File: config.mk
export PLATFORM = sky130hd
export DESIGN_NAME = mlpd_divider
export DESIGN_NICKNAME = d
export VERILOG_FILES = /design/src/common/mlpd_pkg.sv /design/src/design/mlpd_divider.sv /design/src/design/mlpd_prescaler.sv /design/src/design/mlpd_oneshot.sv
export SDC_FILE = /design/constraint.sdc
export NUM_CORES = 1
export LEC_CHECK = 0
export ABC_AREA = 1
export BUFFER_PORTS_ARGS = -buffer_cell sky130_fd_sc_hd__buf_2
export CORE_ASPECT_RATIO = 1.4
export CORE_MARGIN = 3
export CORE_UTILIZATION = 50
export DETAILED_ROUTE_END_ITERATION = 12
export PLACE_DENSITY = 0.8
export RECOVER_POWER = 100
export SYNTH_ARGS = -nofsm -noshare
export SYNTH_HDL_FRONTEND = slang
export SYNTH_HIERARCHICAL = 1
export SYNTH_SLANG_ARGS = --single-unit
File: constraint.sdc
create_clock -name I_CLOCK -period 3.3 [get_ports I_CLOCK]
set_clock_uncertainty 0.2 [all_clocks]
set_input_delay 0.33 -clock I_CLOCK [delete_from_list [all_inputs] [get_ports I_CLOCK]]
set_output_delay 0.33 -clock I_CLOCK [all_outputs]
set_load 0.01 [all_outputs]
File: src/common/mlpd_pkg.sv
// Purpose: shared constants of the main loop preset divider
// Assumes: 25 MHz system clock, AXI4-Lite register access
// Notes:   register offsets are byte addresses
package mlpd_pkg;
  localparam int          CLK_HZ        = 25_000_000;
  // register map
  localparam logic [3:0]  REG_CTRL      = 4'h0;
  localparam logic [3:0]  REG_STATUS    = 4'h4;
  localparam logic [3:0]  REG_CYCLES    = 4'h8;
  // control fields
  localparam int          CTRL_SEL1M_LO   = 0;
  localparam int          CTRL_SEL10M_LO  = 4;
  localparam int          CTRL_SEL100K_LO = 6;
  localparam int          CTRL_WIDTH      = 10;
  localparam logic [9:0]  CTRL_RESET      = 10'h000;
  // status fields
  localparam int          STAT_ENABLE_LO  = 10;
  localparam int          STAT_LOOP_RST   = 12;
  localparam int          STAT_RANK       = 13;
  // decade counter
  localparam int          DECADE_N      = 10;
  localparam logic [9:0]  DECADE_INIT   = 10'h001;
  localparam int          TAP_POS       = 2;
  localparam logic [3:0]  SEL_LIMIT     = 4'ha;
  // prescaler
  localparam logic [3:0]  PRE_LAST10    = 4'h9;
  localparam logic [3:0]  PRE_LAST12    = 4'hb;
  // one-shot length in prescaler pulses
  localparam logic [2:0]  ONESHOT_TICKS = 3'h1;
  // axi responses
  localparam logic [1:0]  RESP_OKAY     = 2'h0;
  localparam logic [1:0]  RESP_SLVERR   = 2'h2;
endpackage : mlpd_pkg

File: src/design/mlpd_divider.sv
// Purpose: main loop variable preset divider with AXI4-Lite control
// Assumes: I_LOOP_SIGNAL is asynchronous and slower than I_CLOCK / 4
// Notes:   prescaler pulses act as the divider clock inside one domain
//
// The register offsets and the AXI4-Lite register port were decided locally.
`timescale 1ns/100ps
module mlpd_divider
  import mlpd_pkg::*;
(
  input  wire logic        I_CLOCK,
  input  wire logic        I_ARST_N,
  input  wire logic        I_LOOP_SIGNAL,
  output logic             O_PRESCALE_OUT,
  output logic             O_LOOP_RESET,
  output logic             O_RANK_CMD,
  input  wire logic        I_AWVALID,
  output logic             O_AWREADY,
  input  wire logic [3:0]  I_AWADDR,
  input  wire logic        I_WVALID,
  output logic             O_WREADY,
  input  wire logic [31:0] I_WDATA,
  input  wire logic [3:0]  I_WSTRB,
  output logic             O_BVALID,
  input  wire logic        I_BREADY,
  output logic [1:0]       O_BRESP,
  input  wire logic        I_ARVALID,
  output logic             O_ARREADY,
  input  wire logic [3:0]  I_ARADDR,
  output logic             O_RVALID,
  input  wire logic        I_RREADY,
  output logic [31:0]      O_RDATA,
  output logic [1:0]       O_RRESP
);
  logic        sig_meta_reg;
  logic        sig_sync_reg;
  logic        sig_prev_reg;
  logic        sig_edge;
  logic        pre_pulse;
  logic        loop_reset;
  logic [9:0]  decade_reg;
  logic [1:0]  enable_reg;
  logic        run_reg;
  logic        rank_reg;
  logic [15:0] cycles_reg;
  logic [9:0]  ctrl_reg;
  logic [3:0]  sel1m;
  logic [1:0]  sel10m;
  logic [3:0]  sel100k;
  logic        dec_in_a;
  logic        dec_in_b;
  logic        dec_in_c;
  logic        decode;
  logic        hit100k;
  logic        tap_step;
  logic        aw_have_reg;
  logic [3:0]  awaddr_reg;
  logic        w_have_reg;
  logic [31:0] wdata_reg;
  logic [3:0]  wstrb_reg;
  logic        wr_fire;
  logic [31:0] rd_mux;
  logic        rd_ok;
  logic [3:0]  since_rst_reg;

  // the loop signal is asynchronous: two stages before any logic
  always_ff @(posedge I_CLOCK or negedge I_ARST_N) begin
    if (!I_ARST_N) begin
      sig_meta_reg <= 1'b0;
      sig_sync_reg <= 1'b0;
      sig_prev_reg <= 1'b0;
    end else begin
      sig_meta_reg <= I_LOOP_SIGNAL;
      sig_sync_reg <= sig_meta_reg;
      sig_prev_reg <= sig_sync_reg;
    end
  end
  assign sig_edge = sig_sync_reg && !sig_prev_reg;

  mlpd_prescaler u_prescaler (
    .i_clock  (I_CLOCK),
    .i_arst_n (I_ARST_N),
    .i_step   (sig_edge),
    .i_div12  (rank_reg),
    .o_pulse  (pre_pulse)
  );

  mlpd_oneshot u_oneshot (
    .i_clock  (I_CLOCK),
    .i_arst_n (I_ARST_N),
    .i_trig   (decode),
    .i_tick   (pre_pulse),
    .o_active (loop_reset)
  );

  assign sel1m   = ctrl_reg[CTRL_SEL1M_LO +: 4];
  assign sel10m  = ctrl_reg[CTRL_SEL10M_LO +: 2];
  assign sel100k = ctrl_reg[CTRL_SEL100K_LO +: 4];

  // selector gates: xor picks true or inverted enable output
  assign dec_in_a = enable_reg[0] ^ sel10m[0];
  assign dec_in_b = enable_reg[1] ^ sel10m[1];
  // out-of-range selector never matches, so the divider never resets
  assign dec_in_c = !((sel1m < SEL_LIMIT) && decade_reg[sel1m]);
  assign hit100k  = (sel100k < SEL_LIMIT) && decade_reg[sel100k];
  // run_reg keeps the initial state from re-firing the decode
  assign decode   = run_reg && !dec_in_a && !dec_in_b && !dec_in_c;
  assign tap_step = pre_pulse && decade_reg[TAP_POS - 1] && !decode;

  // decade counter, one-hot ring
  always_ff @(posedge I_CLOCK or negedge I_ARST_N) begin
    if (!I_ARST_N) begin
      decade_reg <= DECADE_INIT;
    end else if (decode) begin
      decade_reg <= DECADE_INIT;
    end else if (pre_pulse) begin
      decade_reg <= {decade_reg[DECADE_N-2:0], decade_reg[DECADE_N-1]};
    end
  end

  always_ff @(posedge I_CLOCK or negedge I_ARST_N) begin
    if (!I_ARST_N) begin
      run_reg <= 1'b0;
    end else if (decode) begin
      run_reg <= 1'b0;
    end else if (pre_pulse) begin
      run_reg <= 1'b1;
    end
  end

  // enable flip-flops: a two-bit count of tap edges
  always_ff @(posedge I_CLOCK or negedge I_ARST_N) begin
    if (!I_ARST_N) begin
      enable_reg <= 2'h0;
    end else if (loop_reset) begin
      enable_reg <= 2'h0;
    end else if (tap_step) begin
      enable_reg <= enable_reg + 2'h1;
    end
  end

  // rank command: divide by twelve from cycle start until the 100 kHz position
  always_ff @(posedge I_CLOCK or negedge I_ARST_N) begin
    if (!I_ARST_N) begin
      rank_reg <= 1'b1;
    end else if (decode) begin
      rank_reg <= 1'b1;
    end else if (run_reg && hit100k) begin
      rank_reg <= 1'b0;
    end
  end

  always_ff @(posedge I_CLOCK or negedge I_ARST_N) begin
    if (!I_ARST_N) begin
      cycles_reg <= 16'h0000;
    end else if (decode) begin
      cycles_reg <= cycles_reg + 16'h0001;
    end
  end

  // pulses since the last counter reset, kept apart from the ring so the tap check is independent
  always_ff @(posedge I_CLOCK or negedge I_ARST_N) begin
    if (!I_ARST_N) begin
      since_rst_reg <= 4'h0;
    end else if (decode) begin
      since_rst_reg <= 4'h0;
    end else if (pre_pulse) begin
      since_rst_reg <= (since_rst_reg == 4'(DECADE_N - 1)) ? 4'h0 : since_rst_reg + 4'h1;
    end
  end

  always_ff @(posedge I_CLOCK or negedge I_ARST_N) begin
    if (!I_ARST_N) begin
      O_PRESCALE_OUT <= 1'b0;
      O_LOOP_RESET   <= 1'b0;
      O_RANK_CMD     <= 1'b1;
    end else begin
      O_PRESCALE_OUT <= pre_pulse;
      O_LOOP_RESET   <= loop_reset;
      O_RANK_CMD     <= rank_reg;
    end
  end

  // axi write: address and data taken in either order
  assign wr_fire = aw_have_reg && w_have_reg && !O_BVALID;

  always_ff @(posedge I_CLOCK or negedge I_ARST_N) begin
    if (!I_ARST_N) begin
      O_AWREADY   <= 1'b1;
      aw_have_reg <= 1'b0;
      awaddr_reg  <= 4'h0;
    end else if (O_AWREADY && I_AWVALID) begin
      O_AWREADY   <= 1'b0;
      aw_have_reg <= 1'b1;
      awaddr_reg  <= I_AWADDR;
    end else if (wr_fire) begin
      aw_have_reg <= 1'b0;
    end else if (O_BVALID && I_BREADY) begin
      O_AWREADY <= 1'b1;
    end
  end

  always_ff @(posedge I_CLOCK or negedge I_ARST_N) begin
    if (!I_ARST_N) begin
      O_WREADY   <= 1'b1;
      w_have_reg <= 1'b0;
      wdata_reg  <= 32'h0000_0000;
      wstrb_reg  <= 4'h0;
    end else if (O_WREADY && I_WVALID) begin
      O_WREADY   <= 1'b0;
      w_have_reg <= 1'b1;
      wdata_reg  <= I_WDATA;
      wstrb_reg  <= I_WSTRB;
    end else if (wr_fire) begin
      w_have_reg <= 1'b0;
    end else if (O_BVALID && I_BREADY) begin
      O_WREADY <= 1'b1;
    end
  end

  always_ff @(posedge I_CLOCK or negedge I_ARST_N) begin
    if (!I_ARST_N) begin
      O_BVALID <= 1'b0;
      O_BRESP  <= RESP_OKAY;
    end else if (wr_fire) begin
      O_BVALID <= 1'b1;
      O_BRESP  <= (awaddr_reg == REG_CTRL) ? RESP_OKAY : RESP_SLVERR;
    end else if (I_BREADY) begin
      O_BVALID <= 1'b0;
    end
  end

  always_ff @(posedge I_CLOCK or negedge I_ARST_N) begin
    if (!I_ARST_N) begin
      ctrl_reg <= CTRL_RESET;
    end else if (wr_fire && awaddr_reg == REG_CTRL) begin
      if (wstrb_reg[0]) begin
        ctrl_reg[7:0] <= wdata_reg[7:0];
      end
      if (wstrb_reg[1]) begin
        ctrl_reg[9:8] <= wdata_reg[9:8];
      end
    end
  end

  // axi read: status shows live divider state
  always_comb begin
    rd_mux = 32'h0000_0000;
    rd_ok  = 1'b1;
    case (I_ARADDR)
      REG_CTRL: begin
        rd_mux[CTRL_WIDTH-1:0] = ctrl_reg;
      end
      REG_STATUS: begin
        rd_mux[DECADE_N-1:0]              = decade_reg;
        rd_mux[STAT_ENABLE_LO +: 2]       = enable_reg;
        rd_mux[STAT_LOOP_RST]             = loop_reset;
        rd_mux[STAT_RANK]                 = rank_reg;
      end
      REG_CYCLES: begin
        rd_mux[15:0] = cycles_reg;
      end
      default: begin
        rd_ok = 1'b0;
      end
    endcase
  end

  always_ff @(posedge I_CLOCK or negedge I_ARST_N) begin
    if (!I_ARST_N) begin
      O_ARREADY <= 1'b1;
      O_RVALID  <= 1'b0;
      O_RDATA   <= 32'h0000_0000;
      O_RRESP   <= RESP_OKAY;
    end else if (O_ARREADY && I_ARVALID) begin
      O_ARREADY <= 1'b0;
      O_RVALID  <= 1'b1;
      O_RDATA   <= rd_mux;
      O_RRESP   <= rd_ok ? RESP_OKAY : RESP_SLVERR;
    end else if (O_RVALID && I_RREADY) begin
      O_RVALID  <= 1'b0;
      O_ARREADY <= 1'b1;
    end
  end
endmodule : mlpd_divider

File: src/design/mlpd_prescaler.sv
// Purpose: dual-modulus divide by ten or twelve
// Assumes: i_step is a one-cycle pulse per input edge
// Notes:   modulus follows the rank command at every input step, not latched at the wrap
`timescale 1ns/100ps
module mlpd_prescaler
  import mlpd_pkg::*;
(
  input  wire logic i_clock,
  input  wire logic i_arst_n,
  input  wire logic i_step,
  input  wire logic i_div12,
  output logic      o_pulse
);
  logic [3:0] cnt_reg;
  logic [3:0] last;

  assign last = i_div12 ? PRE_LAST12 : PRE_LAST10;

  always_ff @(posedge i_clock or negedge i_arst_n) begin
    if (!i_arst_n) begin
      cnt_reg <= 4'h0;
      o_pulse <= 1'b0;
    end else begin
      o_pulse <= 1'b0;
      if (i_step) begin
        if (cnt_reg >= last) begin
          cnt_reg <= 4'h0;
          o_pulse <= 1'b1;
        end else begin
          cnt_reg <= cnt_reg + 4'h1;
        end
      end
    end
  end
endmodule : mlpd_prescaler

File: src/design/mlpd_oneshot.sv
// Purpose: synchronous stretcher of the loop cycle reset
// Assumes: i_tick is the prescaler output pulse
// Notes:   length counted in prescaler pulses
`timescale 1ns/100ps
module mlpd_oneshot
  import mlpd_pkg::*;
(
  input  wire logic i_clock,
  input  wire logic i_arst_n,
  input  wire logic i_trig,
  input  wire logic i_tick,
  output logic      o_active
);
  logic [2:0] cnt_reg;

  always_ff @(posedge i_clock or negedge i_arst_n) begin
    if (!i_arst_n) begin
      o_active <= 1'b0;
      cnt_reg  <= 3'h0;
    end else if (i_trig) begin
      o_active <= 1'b1;
      cnt_reg  <= ONESHOT_TICKS;
    end else if (o_active && i_tick) begin
      cnt_reg <= cnt_reg - 3'h1;
      if (cnt_reg == 3'h1) begin
        o_active <= 1'b0;
      end
    end
  end
endmodule : mlpd_oneshot

# Word level (Yosys, flattened, before mapping)
# Cells that the tools add are included.
# classes
add_sub_neg,4
n_lt_le_gt_ge,5
eq_ne,5
n_mux,40
bitwise,2
n_reduce_logical,42
# ops
cell,n
10-bit one-hot mux with 3 select lines,1
1-bit 2-to-1 mux,25
2-bit nonzero test,11
10-bit 2-to-1 mux,2
1-bit logical AND,18
16-bit by 1-bit adder with 16-bit output (second input constant),1
2-bit 2-to-1 mux,6
4-bit by 5-bit < comparator with 1-bit output (second input constant),2
2-bit AND reduction,5
1-bit binary-select mux with 4-bit select,2
4-bit zero test,2
4-bit < comparator (second input constant),2
4-bit one-hot mux with 2 select lines,1
3-bit 2-to-1 mux,2
1-bit zero test,5
4-bit by 1-bit adder with 4-bit output (second input constant),1
4-bit by 3-bit equality test with 1-bit output (second input constant),1
4-bit equality test (second input constant),1
4-bit greater-or-equal comparator,1
4-bit 2-to-1 mux,1
2-bit by 1-bit != test with 1-bit output (second input constant),2
3-bit by 1-bit equality test with 1-bit output (second input constant),1
3-bit OR reduction,1
3-bit by 1-bit subtractor with 3-bit output (second input constant),1
other kinds (2),3
# totals
regBits,98
in_bits,52
elab_cells,128

# Logic depth before layout (Yosys ltp)
# Gate-level depths: netlist (run 1).
# logic_depth
depth_word,9
depth_mapped,14
depth_no_buf,12

# Cells and area by module
# Netlist (run 1), hierarchy kept.
# modules_own_cells
module,instances,cells_each,area_each_um2,seq_area_each_um2
mlpd_divider,1,485,4192.8,2184.6
mlpd_prescaler,1,35,271.5,125.1
mlpd_oneshot,1,26,220.2,100.1

# Least setup slack after synthesis (run 1)
# Ideal clock, no wire load.
# synth_timing
path_type,register to register
from,register ctrl_reg[0]
to,register u_oneshot.cnt_reg[0]
t_arrival_ns,1.393
t_required_ns,2.981
path_slack_ns,1.588
path_stages_with_launch,15
period_less_slack_ns,1.712
cell_sequence,dfrtp_1 -> buf_6 -> inv_2 -> nand2_1 -> nand3_1 -> nand3_1 -> nand3_1 -> nand2_2 -> nand2_4 -> inv_4 -> buf_8 -> inv_2 -> nand2_2 -> o21ai_2 -> nand2_2
# synth_between
elab_chain_cells,5
# synth_lines
item,line,rtl
"start, declared",mlpd_divider.sv:45,logic [9:0] ctrl_reg;
"start signal, assigned",mlpd_divider.sv:237,ctrl_reg[7:0] <= wdata_reg[7:0];
1-bit binary-select mux with 4-bit select,mlpd_divider.sv:103,assign dec_in_c = !((sel1m < SEL_LIMIT) && decade_reg[sel1m]);
1-bit 2-to-1 mux (implied by the code),mlpd_divider.sv:103,
1-bit logical AND (*),mlpd_divider.sv:103,
1-bit logical AND (*),mlpd_divider.sv:106,assign decode = run_reg && !dec_in_a && !dec_in_b && !dec_in_c;
via decode,mlpd_divider.sv:52,logic decode;
3-bit 2-to-1 mux or 2-bit nonzero test (tied branches),-,
"end signal, assigned",mlpd_oneshot.sv:24,cnt_reg <= cnt_reg - 3'h1;
"end, declared",mlpd_oneshot.sv:14,logic [2:0] cnt_reg;
# Mark *: on every way through the listed nets, which the timed path passes. The rest lies on a longest branch. The select of a mux whose other input is x is not followed.
# A chain may end at the register's enable or synchronous reset.

# Final worst setup path (run 1)
# layout_timing
from,register ctrl_reg[0]
to,register u_oneshot.cnt_reg[1]
# layout_between
elab_chain_cells,5
# layout_lines
item,line
1-bit binary-select mux with 4-bit select,mlpd_divider.sv:103
1-bit 2-to-1 mux (implied by the code),mlpd_divider.sv:103
1-bit logical AND (*),mlpd_divider.sv:103
1-bit logical AND (*),mlpd_divider.sv:106
3-bit 2-to-1 mux or 2-bit nonzero test (tied branches),-
# Mark *: on every way between the ends. The rest lies on a longest branch, timed or not. The select of a mux whose other input is x is not followed.

==> results of run 1 <==
## worst max-delay path, stage by stage (launching register included)
cell	delay (ns)
dfrtp_1	0.52
inv_1	0.14
nand2_1	0.09
nand3_1	0.08
nand3_1	0.10
nand3_1	0.07
nand2_1	0.10
nand2_4	0.19
inv_4	0.29
inv_1	0.11
nand2_1	0.15
nand2_2	0.06
o21ai_0	0.09
## kinds of logic after synthesis
group | share of synthesized area, %
muxes | 0.961
adders and majority gates | 1.34
other | 0.0801
and+or+nand+nor | 21.3
DFF | 51.4
AOI/OAI and AO/OA | 12.1
xor gates and xnor gates | 1.50
buffers and inverters | 11.3
## layer usage
layer	share of wire [%]	GRT usage, %	wire [µm]	up-vias
li1	-	-	-	1848
met1	40	22.7	3880	1758
met2	51	32.0	4990	120
met3	5.2	4.43	509	33
met4	4.0	10.1	386	0
met5	0	0	0	-
## final timing paths
path | to | slack (ns) | depth (start not counted) | startpoint
max | u_oneshot/cnt_reg[1] | 1.01 | 12 | ctrl_reg[0]
min | awaddr_reg[3] | 0.02 | 2 | I_AWADDR[3]
max reg2reg | u_oneshot/cnt_reg[1] | 1.01 | 12 | ctrl_reg[0]
min in group asynchronous | cycles_reg[2] | 0.40 | 1 | I_ARST_N
max in group asynchronous | cycles_reg[6] | 1.24 | 2 | I_ARST_N
min reg2reg | sig_sync_reg | 0.15 | 0 | sig_meta_reg
## power groups by stage
stage,Clock (mW),Combinational (mW),Sequential (mW)
floorplan,0,0.794,1.72
global placement,0,0.953,1.74
detailed placement,0,1.01,1.76
CTS,1.09,1.02,1.75
global route,1.14,1.10,1.77
finish,1.07,0.960,1.73
## cell type report
type | instances | area (µm²) | share of cell area [%]
flip-flops and latches | 96 | 2410 | 46.7
multi-input cells | 356 | 1740 | 33.8
inverters | 77 | 292 | 5.65
repair buffers | 58 | 275 | 5.33
clock buffers | 9 | 225 | 4.36
well taps | 107 | 134 | 2.59
clock inverters | 7 | 82.6 | 1.60
## placed cells by master, fill, tap and decap left out, drive strengths merged, types with 2 or more instances in the layout
| cell | netlist | routed |
|---|---|---|
| dfrtp | 90 | 90 |
| xnor2 | 2 | 2 |
| mux2 | 4 | 4 |
| a21oi | 26 | 26 |
| ha | 5 | 5 |
| dlygate4sd3 | 0 | 3 |
| nor3 | 6 | 6 |
| o22ai | 11 | 11 |
| nand4 | 7 | 7 |
| o21ai | 59 | 59 |
| clkbuf | 8 | 36 |
| dfstp | 6 | 6 |
| conb | 1 | 18 |
| nor4 | 4 | 4 |
| nor2 | 29 | 29 |
| nand3 | 43 | 43 |
| xor2 | 6 | 6 |
| nand2 | 127 | 127 |
| a31oi | 2 | 2 |
| buf | 26 | 28 |
| inv | 77 | 81 |
## synth_stat cells, drive strengths merged
library cell,count,share of area (%)
a211oi,1,0.27
a21o,1,0.19
a21oi,26,2.8
a22o,1,0.19
a31oi,2,0.27
buf,26,4.4
clkbuf,8,0.64
conb,1,0.080
dfrtp,90,48
dfstp,6,3.4
ha,5,1.3
inv,77,6.2
mux2,4,0.96
nand2,127,11
nand3,43,5.2
nand4,7,0.93
nor2,29,2.4
nor3,6,0.64
nor3b,1,0.27
nor4,4,1.2
o21ai,59,6.5
o21bai,1,0.16
o22ai,11,1.5
o31ai,1,0.16
o41ai,1,0.19
xnor2,2,0.37
xor2,6,1.1
## stage by stage
stage / instances / total power [mW] / hold slack (ns) / cell area (µm²)
after floorplan: 563 / 2.51 / -0.166 / 4750
after global placement: 691 / 2.69 / 0.136 / 4930
after detailed placement: 691 / 2.78 / 0.140 / 4930
after CTS: 710 / 3.86 / 0.00559 / 5270
after global routing: 710 / 4.02 / 0.0200 / 5160
final: 710 / 3.76 / 0.0184 / 5160
## timing repair
action	in CTS	in global routing
hold endpoints to repair	3	0
hold buffers	3	0
endpoints found under the setup margin	0	0
==> qor.txt, run 1 <==
Worst-path clk slew: 0.07 ns
failing checks: capacitance limit, slew limit
number of synthesized register bits: 96
CP Capture Type: flop
Rows: 41
Fin. Hold Viols: 0
Vias: 3759
Final #Nets: 655
type of origin of the critical path: flop
Clock power frac: 28.3%
Hold WC Path Type: in2reg
Max-Cap Viols: 1
min cycle time layout: 2.29 ns
setup violators final: 0
leak pwr: 2.51 nW
Data arrival, critical path: 2.34 ns
synth warn: 6
routed wire length per instance: 13.7 µm
Post-DRT Antenna Nets: 0
# fillers: 804
number of global-route vias before repair: 3617
Net Sw Power: 1.32 mW
peak supply drop: 0.544 mV
Cells after Synth: 546
Seq/Total Area, Yosys: 51.4%
GPL Wtd Cong: 0.899
Area Growth Syn to Fin: 10.2%
Vias/cell: 5.29
unrepaired setup endpoints after global routing: false
first-pass iteration count of the detailed router: 5
diode count: 0
Final WS setup: 1.01 ns
postcts setup bufs: 0
global route total overflow: 0
status: finished, violations left
Required @ worst endpoint: 3.35 ns
Starting Density: 51.6%
Die ar.: 10600 µm²
Initial DRC Count: 206
DRC viols: 0
drt total wl: 9760 µm
H-tree Lvls: 3
Chip Height: 121 µm
global-route wire length before repair: 16000 µm
CP Max Fanout: 26
Pins Over Slew Limit: 88
GRT Overall Usage: 19.2%
maximum root-to-sink buffer count: 2
Synth Area per Inst: 8.58 µm²
Final period util: 69.3%
largest net degree at the start of global routing: 88
CP Class: reg2reg
chip width: 87.8 µm
I/O pin count: 96
initial antenna violation count: 0
Worst slew margin: -39.7%
Place WS: 1.18 ns
hpwl dp: 7040 µm
Post-Syn Area: 4680 µm²
Synth cell types: 39
CTS Buf Count: 9
share of cells above drive strength 1: 10.8%
PostCTS Resize Cnt: 0
Final Core Density: 56.9%
P_int: 2.43 mW
CTS tree: yes
Comb power frac: 25.5%
Root Buffer: clkbuf_16
Switching Share: 35.2%
Final TNS setup: 0 ns
clock latency on the worst-skew pair: 0.34 ns
Sequential Power Share: 46.1%
worst slew pin tran: 2.09 ns
clk sinks: 96
FMAX: 438 MHz
core area: 9080 µm²
power density cells: 728 nW/µm²
IO buf count: 53
Note: power is estimated with default switching activity, not from simulation.
==> inputs of run 2 (changes only) <==
clock period = 2.3 ns   (was 3.3 ns; I/O delays follow)
==> qor.txt, run 2 (synthesis results as in run 1) <==
initial antenna violation count: 0
# fillers: 790
setup violators final: 0
IO buf count: 53
Critical-path top delay cell: dfrtp_1
CTS tree: yes
Worst-path clk slew: 0.07 ns
Worst slew margin: 36.0%
status: completed
family with the most delay on the worst path: simple AND/OR/NAND/NOR gates
FMAX: 478 MHz
PostCTS Resize Cnt: 0
Vias/cell: 5.32
critical-path cell list: inv_2, nand2_1, nand3_1, nand3_1, nand3_1, nand2_2, nand2_4, clkbuf_1, nand2_1, nand3_1, nand2_1
CP bufs+invs: 2
Max-Cap Viols: 0
Final period util: 91.0%
Hold WC Path Type: in2reg
Initial DRC Count: 248
diode count: 0
DRC viols: 0
hpwl dp: 7460 µm
global-route wire length before repair: 17200 µm
H-tree Lvls: 3
Critical Path Max Stage Delay: 0.47 ns
GPL Wtd Cong: 0.895
CTS Buf Count: 9
drt total wl: 10700 µm
Required @ worst endpoint: 2.35 ns
CP Capture Type: flop
Die ar.: 10600 µm²
Data arrival, critical path: 2.14 ns
GRT Overall Usage: 20.9%
most frequent cells in the layout: nand2_1, dfrtp_1, inv_1
Chip Height: 121 µm
Pins Over Slew Limit: 0
Final Core Density: 59.4%
routed wire length per instance: 14.6 µm
global route total overflow: 0
maximum root-to-sink buffer count: 2
Rows: 41
peak supply drop: 0.726 mV
Area Growth Syn to Fin: 15.1%
commonest non-fill, non-tap cell in the layout: nand2_1
leak pwr: 2.59 nW
Final TNS setup: 0 ns
CP Max Fanout: 19
first-pass iteration count of the detailed router: 5
core area: 9080 µm²
Fin. Hold Viols: 0
Final #Nets: 677
cell mode on critical path: nand3_1
Vias: 3896
worst slew pin tran: 0.960 ns
number of global-route vias before repair: 3834
power density cells: 1020 nW/µm²
Starting Density: 51.6%
Post-DRT Antenna Nets: 0
unrepaired setup endpoints after global routing: false
Root Buffer: clkbuf_16
chip width: 87.8 µm
largest net degree at the start of global routing: 44
share of cells above drive strength 1: 11.2%
type of origin of the critical path: flop
clk sinks: 96
CP Class: reg2reg
min cycle time layout: 2.09 ns
clock latency on the worst-skew pair: 0.35 ns
I/O pin count: 96
-- run 2: changes by cell type in the layout (fill, tap and decap cells not counted), moves of 2 or more --
cell	delta
buf_2	-2
clkbuf_1	+4
clkinv_4	+2
dlygate4sd3_1	+18
nand2_1	-2
nand2_2	+2
nor4_1	-2
-- run 2: per-stage QoR --
| stage | power (mW) | hold slack (ns) | area (µm²) | worst slack (ns) | std cells |
|---|---|---|---|---|---|
| after floorplan | 3.61 | -0.266 | 4750 | 0.588 | 563 |
| after global placement | 3.90 | 0.0330 | 4970 | 0.346 | 695 |
| after detailed placement | 4.00 | 0.0296 | 4970 | 0.311 | 695 |
| after CTS | 5.60 | 0.107 | 5500 | 0.294 | 732 |
| after global routing | 5.87 | 0.147 | 5390 | 0.0472 | 732 |
| final | 5.52 | 0.107 | 5390 | 0.206 | 732 |
-- run 2: worst min-delay path, cell delays in order --
cell     delay (ns)
buf_2          0.07
nand2_1        0.16
nand2_1        0.11
nand2_1        0.05
-- run 2: final cells by class --
cell class              count  area, µm²  share of cell area, %
clock inverters             6       75.1                   1.39
multi-input cells         356       1770                   32.8
inverters                  77        292                   5.41
flip-flops and latches     96       2410                   44.7
repair buffers             80        473                   8.77
clock buffers              10        239                   4.43
well taps                 107        134                   2.48
-- run 2: power breakdown --
group	internal [mW]	switching [mW]
Clock	0.888	0.671
Sequential	2.15	0.346
Combinational	0.515	0.955
-- run 2: routing by layer --
metal	GRT usage (%)	part of all wire, %
met1	23.9	39
met2	37.0	53
met3	4.91	5.1
met4	8.16	2.9
met5	0	0
-- run 2: what timing repair did --
| item | CTS | global route |
|---|---|---|
| setup endpoints to repair | 0 | 0 |
| hold buffers | 21 | 0 |
| hold endpoints to repair | 54 | 0 |
| setup buffers | 0 | 0 |
-- run 2: worst paths after layout --
check | end | start | slack (ns) | cells after the start
worst max-delay path | enable_reg[0] | ctrl_reg[0] | 0.21 | 11
worst min-delay path | O_RDATA[12] | I_ARVALID | 0.11 | 4
worst max register to register | enable_reg[0] | ctrl_reg[0] | 0.21 | 11
worst min register to register | sig_sync_reg | sig_meta_reg | 0.15 | 0
max in group asynchronous | decade_reg[0] | I_ARST_N | 0.37 | 3
min in group asynchronous | cycles_reg[4] | I_ARST_N | 0.36 | 2
==> inputs of run 3 (changes only) <==
REMOVE_ABC_BUFFERS = 1   (was default)
clock period = 2.2 ns   (was 2.3 ns; I/O delays follow)
==> qor.txt, run 3 (synthesis results as in run 1) <==
CP Capture Type: flop
Max-Cap Viols: 0
first-pass iteration count of the detailed router: 5
Post-DRT Antenna Nets: 0
routed wire length per instance: 14.4 µm
IO buf count: 53
commonest non-fill, non-tap cell in the layout: nand2_1
reg2reg end: u_oneshot/cnt_reg[1]
Critical R2R Launch: decade_reg[0]
clock latency on the worst-skew pair: 0.35 ns
R2R setup slack: 0.17 ns
Rows: 41
number of global-route vias before repair: 3917
share of cells above drive strength 1: 12.6%
CTS Buf Count: 9
final hold slack: 0.156 ns
Hold WC Path Type: reg2reg
Vias: 3927
initial antenna violation count: 0
Fin. Hold Viols: 0
critical-path cell list: inv_1, nand2_1, nand3_1, nand3_1, nand3_1, nand2_1, nand2_4, inv_4, inv_2, nand2_2, nand2_1, o21ai_2
chip width: 87.8 µm
Chip Height: 121 µm
PostCTS Resize Cnt: 0
Initial DRC Count: 181
CP Capture Point: u_oneshot/cnt_reg[1]
Area Growth Syn to Fin: 16.3%
power density cells: 1050 nW/µm²
DRC viols: 0
peak supply drop: 0.883 mV
CTS tree: yes
global-route wire length before repair: 18100 µm
hold depth: 0
Critical Path Max Stage Delay: 0.58 ns
largest net degree at the start of global routing: 44
Vias/cell: 5.34
cells on worst reg2reg path: 12
CP bufs+invs: 3
Data arrival, critical path: 2.10 ns
diode count: 0
Non-Filler Instances: 736
FMAX: 494 MHz
H-tree Lvls: 3
Power Total: 5.71 mW
status: completed
setup violators final: 0
GPL Wtd Cong: 0.918
core area: 9080 µm²
Required @ worst endpoint: 2.28 ns
maximum root-to-sink buffer count: 2
Worst slew margin: 25.5%
Final period util: 92.0%
type of origin of the critical path: flop
GRT Overall Usage: 22.0%
CP Class: reg2reg
clk sinks: 96
worst slew pin tran: 1.12 ns
Root Buffer: clkbuf_16
hpwl dp: 7620 µm
Final TNS setup: 0 ns
Cells after DPL: 699
drt total wl: 10600 µm
Worst-path clk slew: 0.07 ns
unrepaired setup endpoints after global routing: false
family with the most delay on the worst path: simple AND/OR/NAND/NOR gates
min cycle time layout: 2.03 ns
Pins Over Slew Limit: 0
I/O pin count: 96
global route total overflow: 0
Final Core Density: 60.0%
Starting Density: 51.6%
Die ar.: 10600 µm²
CP Depth: 12
CP Max Fanout: 25
crit path from: decade_reg[0]
leak pwr: 2.64 nW
most frequent cells in the layout: nand2_1, dfrtp_1, inv_1
Critical-path top delay cell: dfstp_2
Final #Nets: 681
run 3: worst min-delay path by stage:
stage / start / to / slack, ns
final: sig_meta_reg / sig_sync_reg / 0.16
after CTS: sig_meta_reg / sig_sync_reg / 0.16
after floorplan: I_ARST_N / O_BRESP[1] / -0.28
after detailed placement: I_ARST_N / wdata_reg[1] / 0.06
after global placement: I_ARST_N / O_RDATA[1] / 0.04
after global routing: sig_meta_reg / sig_sync_reg / 0.16
run 3: layer usage:
metal  GRT usage (%)  share of wire [%]
met4            10.9                2.8
met5               0                  0
met3            4.36                5.0
met1            26.1                 40
met2            37.2                 52
run 3: per-stage QoR:
stage | instance area [µm²] | setup WS [ns]
floorplan | 4510 | 0.421
global placement | 5010 | 0.308
detailed placement | 5010 | 0.222
CTS | 5520 | 0.207
global route | 5450 | 0.0447
finish | 5450 | 0.175
run 3: layout make-up:
class	instances	area, µm²
repair buffers	84	534
fillers	796	3630
multi-input cells	356	1790
flip-flops and latches	96	2410
clock buffers	9	225
well taps	107	134
clock inverters	7	70.1
inverters	77	292
run 3: report_power, final:
part / total, mW / switching (mW) / leakage (nW) / internal [mW]
clock: 1.54 / 0.740 / 0.142 / 0.800
combinational: 1.56 / 1.00 / 1.27 / 0.564
sequential: 2.61 / 0.360 / 1.22 / 2.25
run 3: worst register-to-register path: cells and delay by family, from the launching register on:
family / cells / cell delay, ns
flops: 1 / 0.58
simple gates: 8 / 0.70
compound gates: 1 / 0.06
buf+inv: 3 / 0.41
run 3: what timing repair did:
action | CTS | global route
buffers inserted | 0 | 0
hold buffers | 21 | 0
hold endpoints to repair | 60 | 0
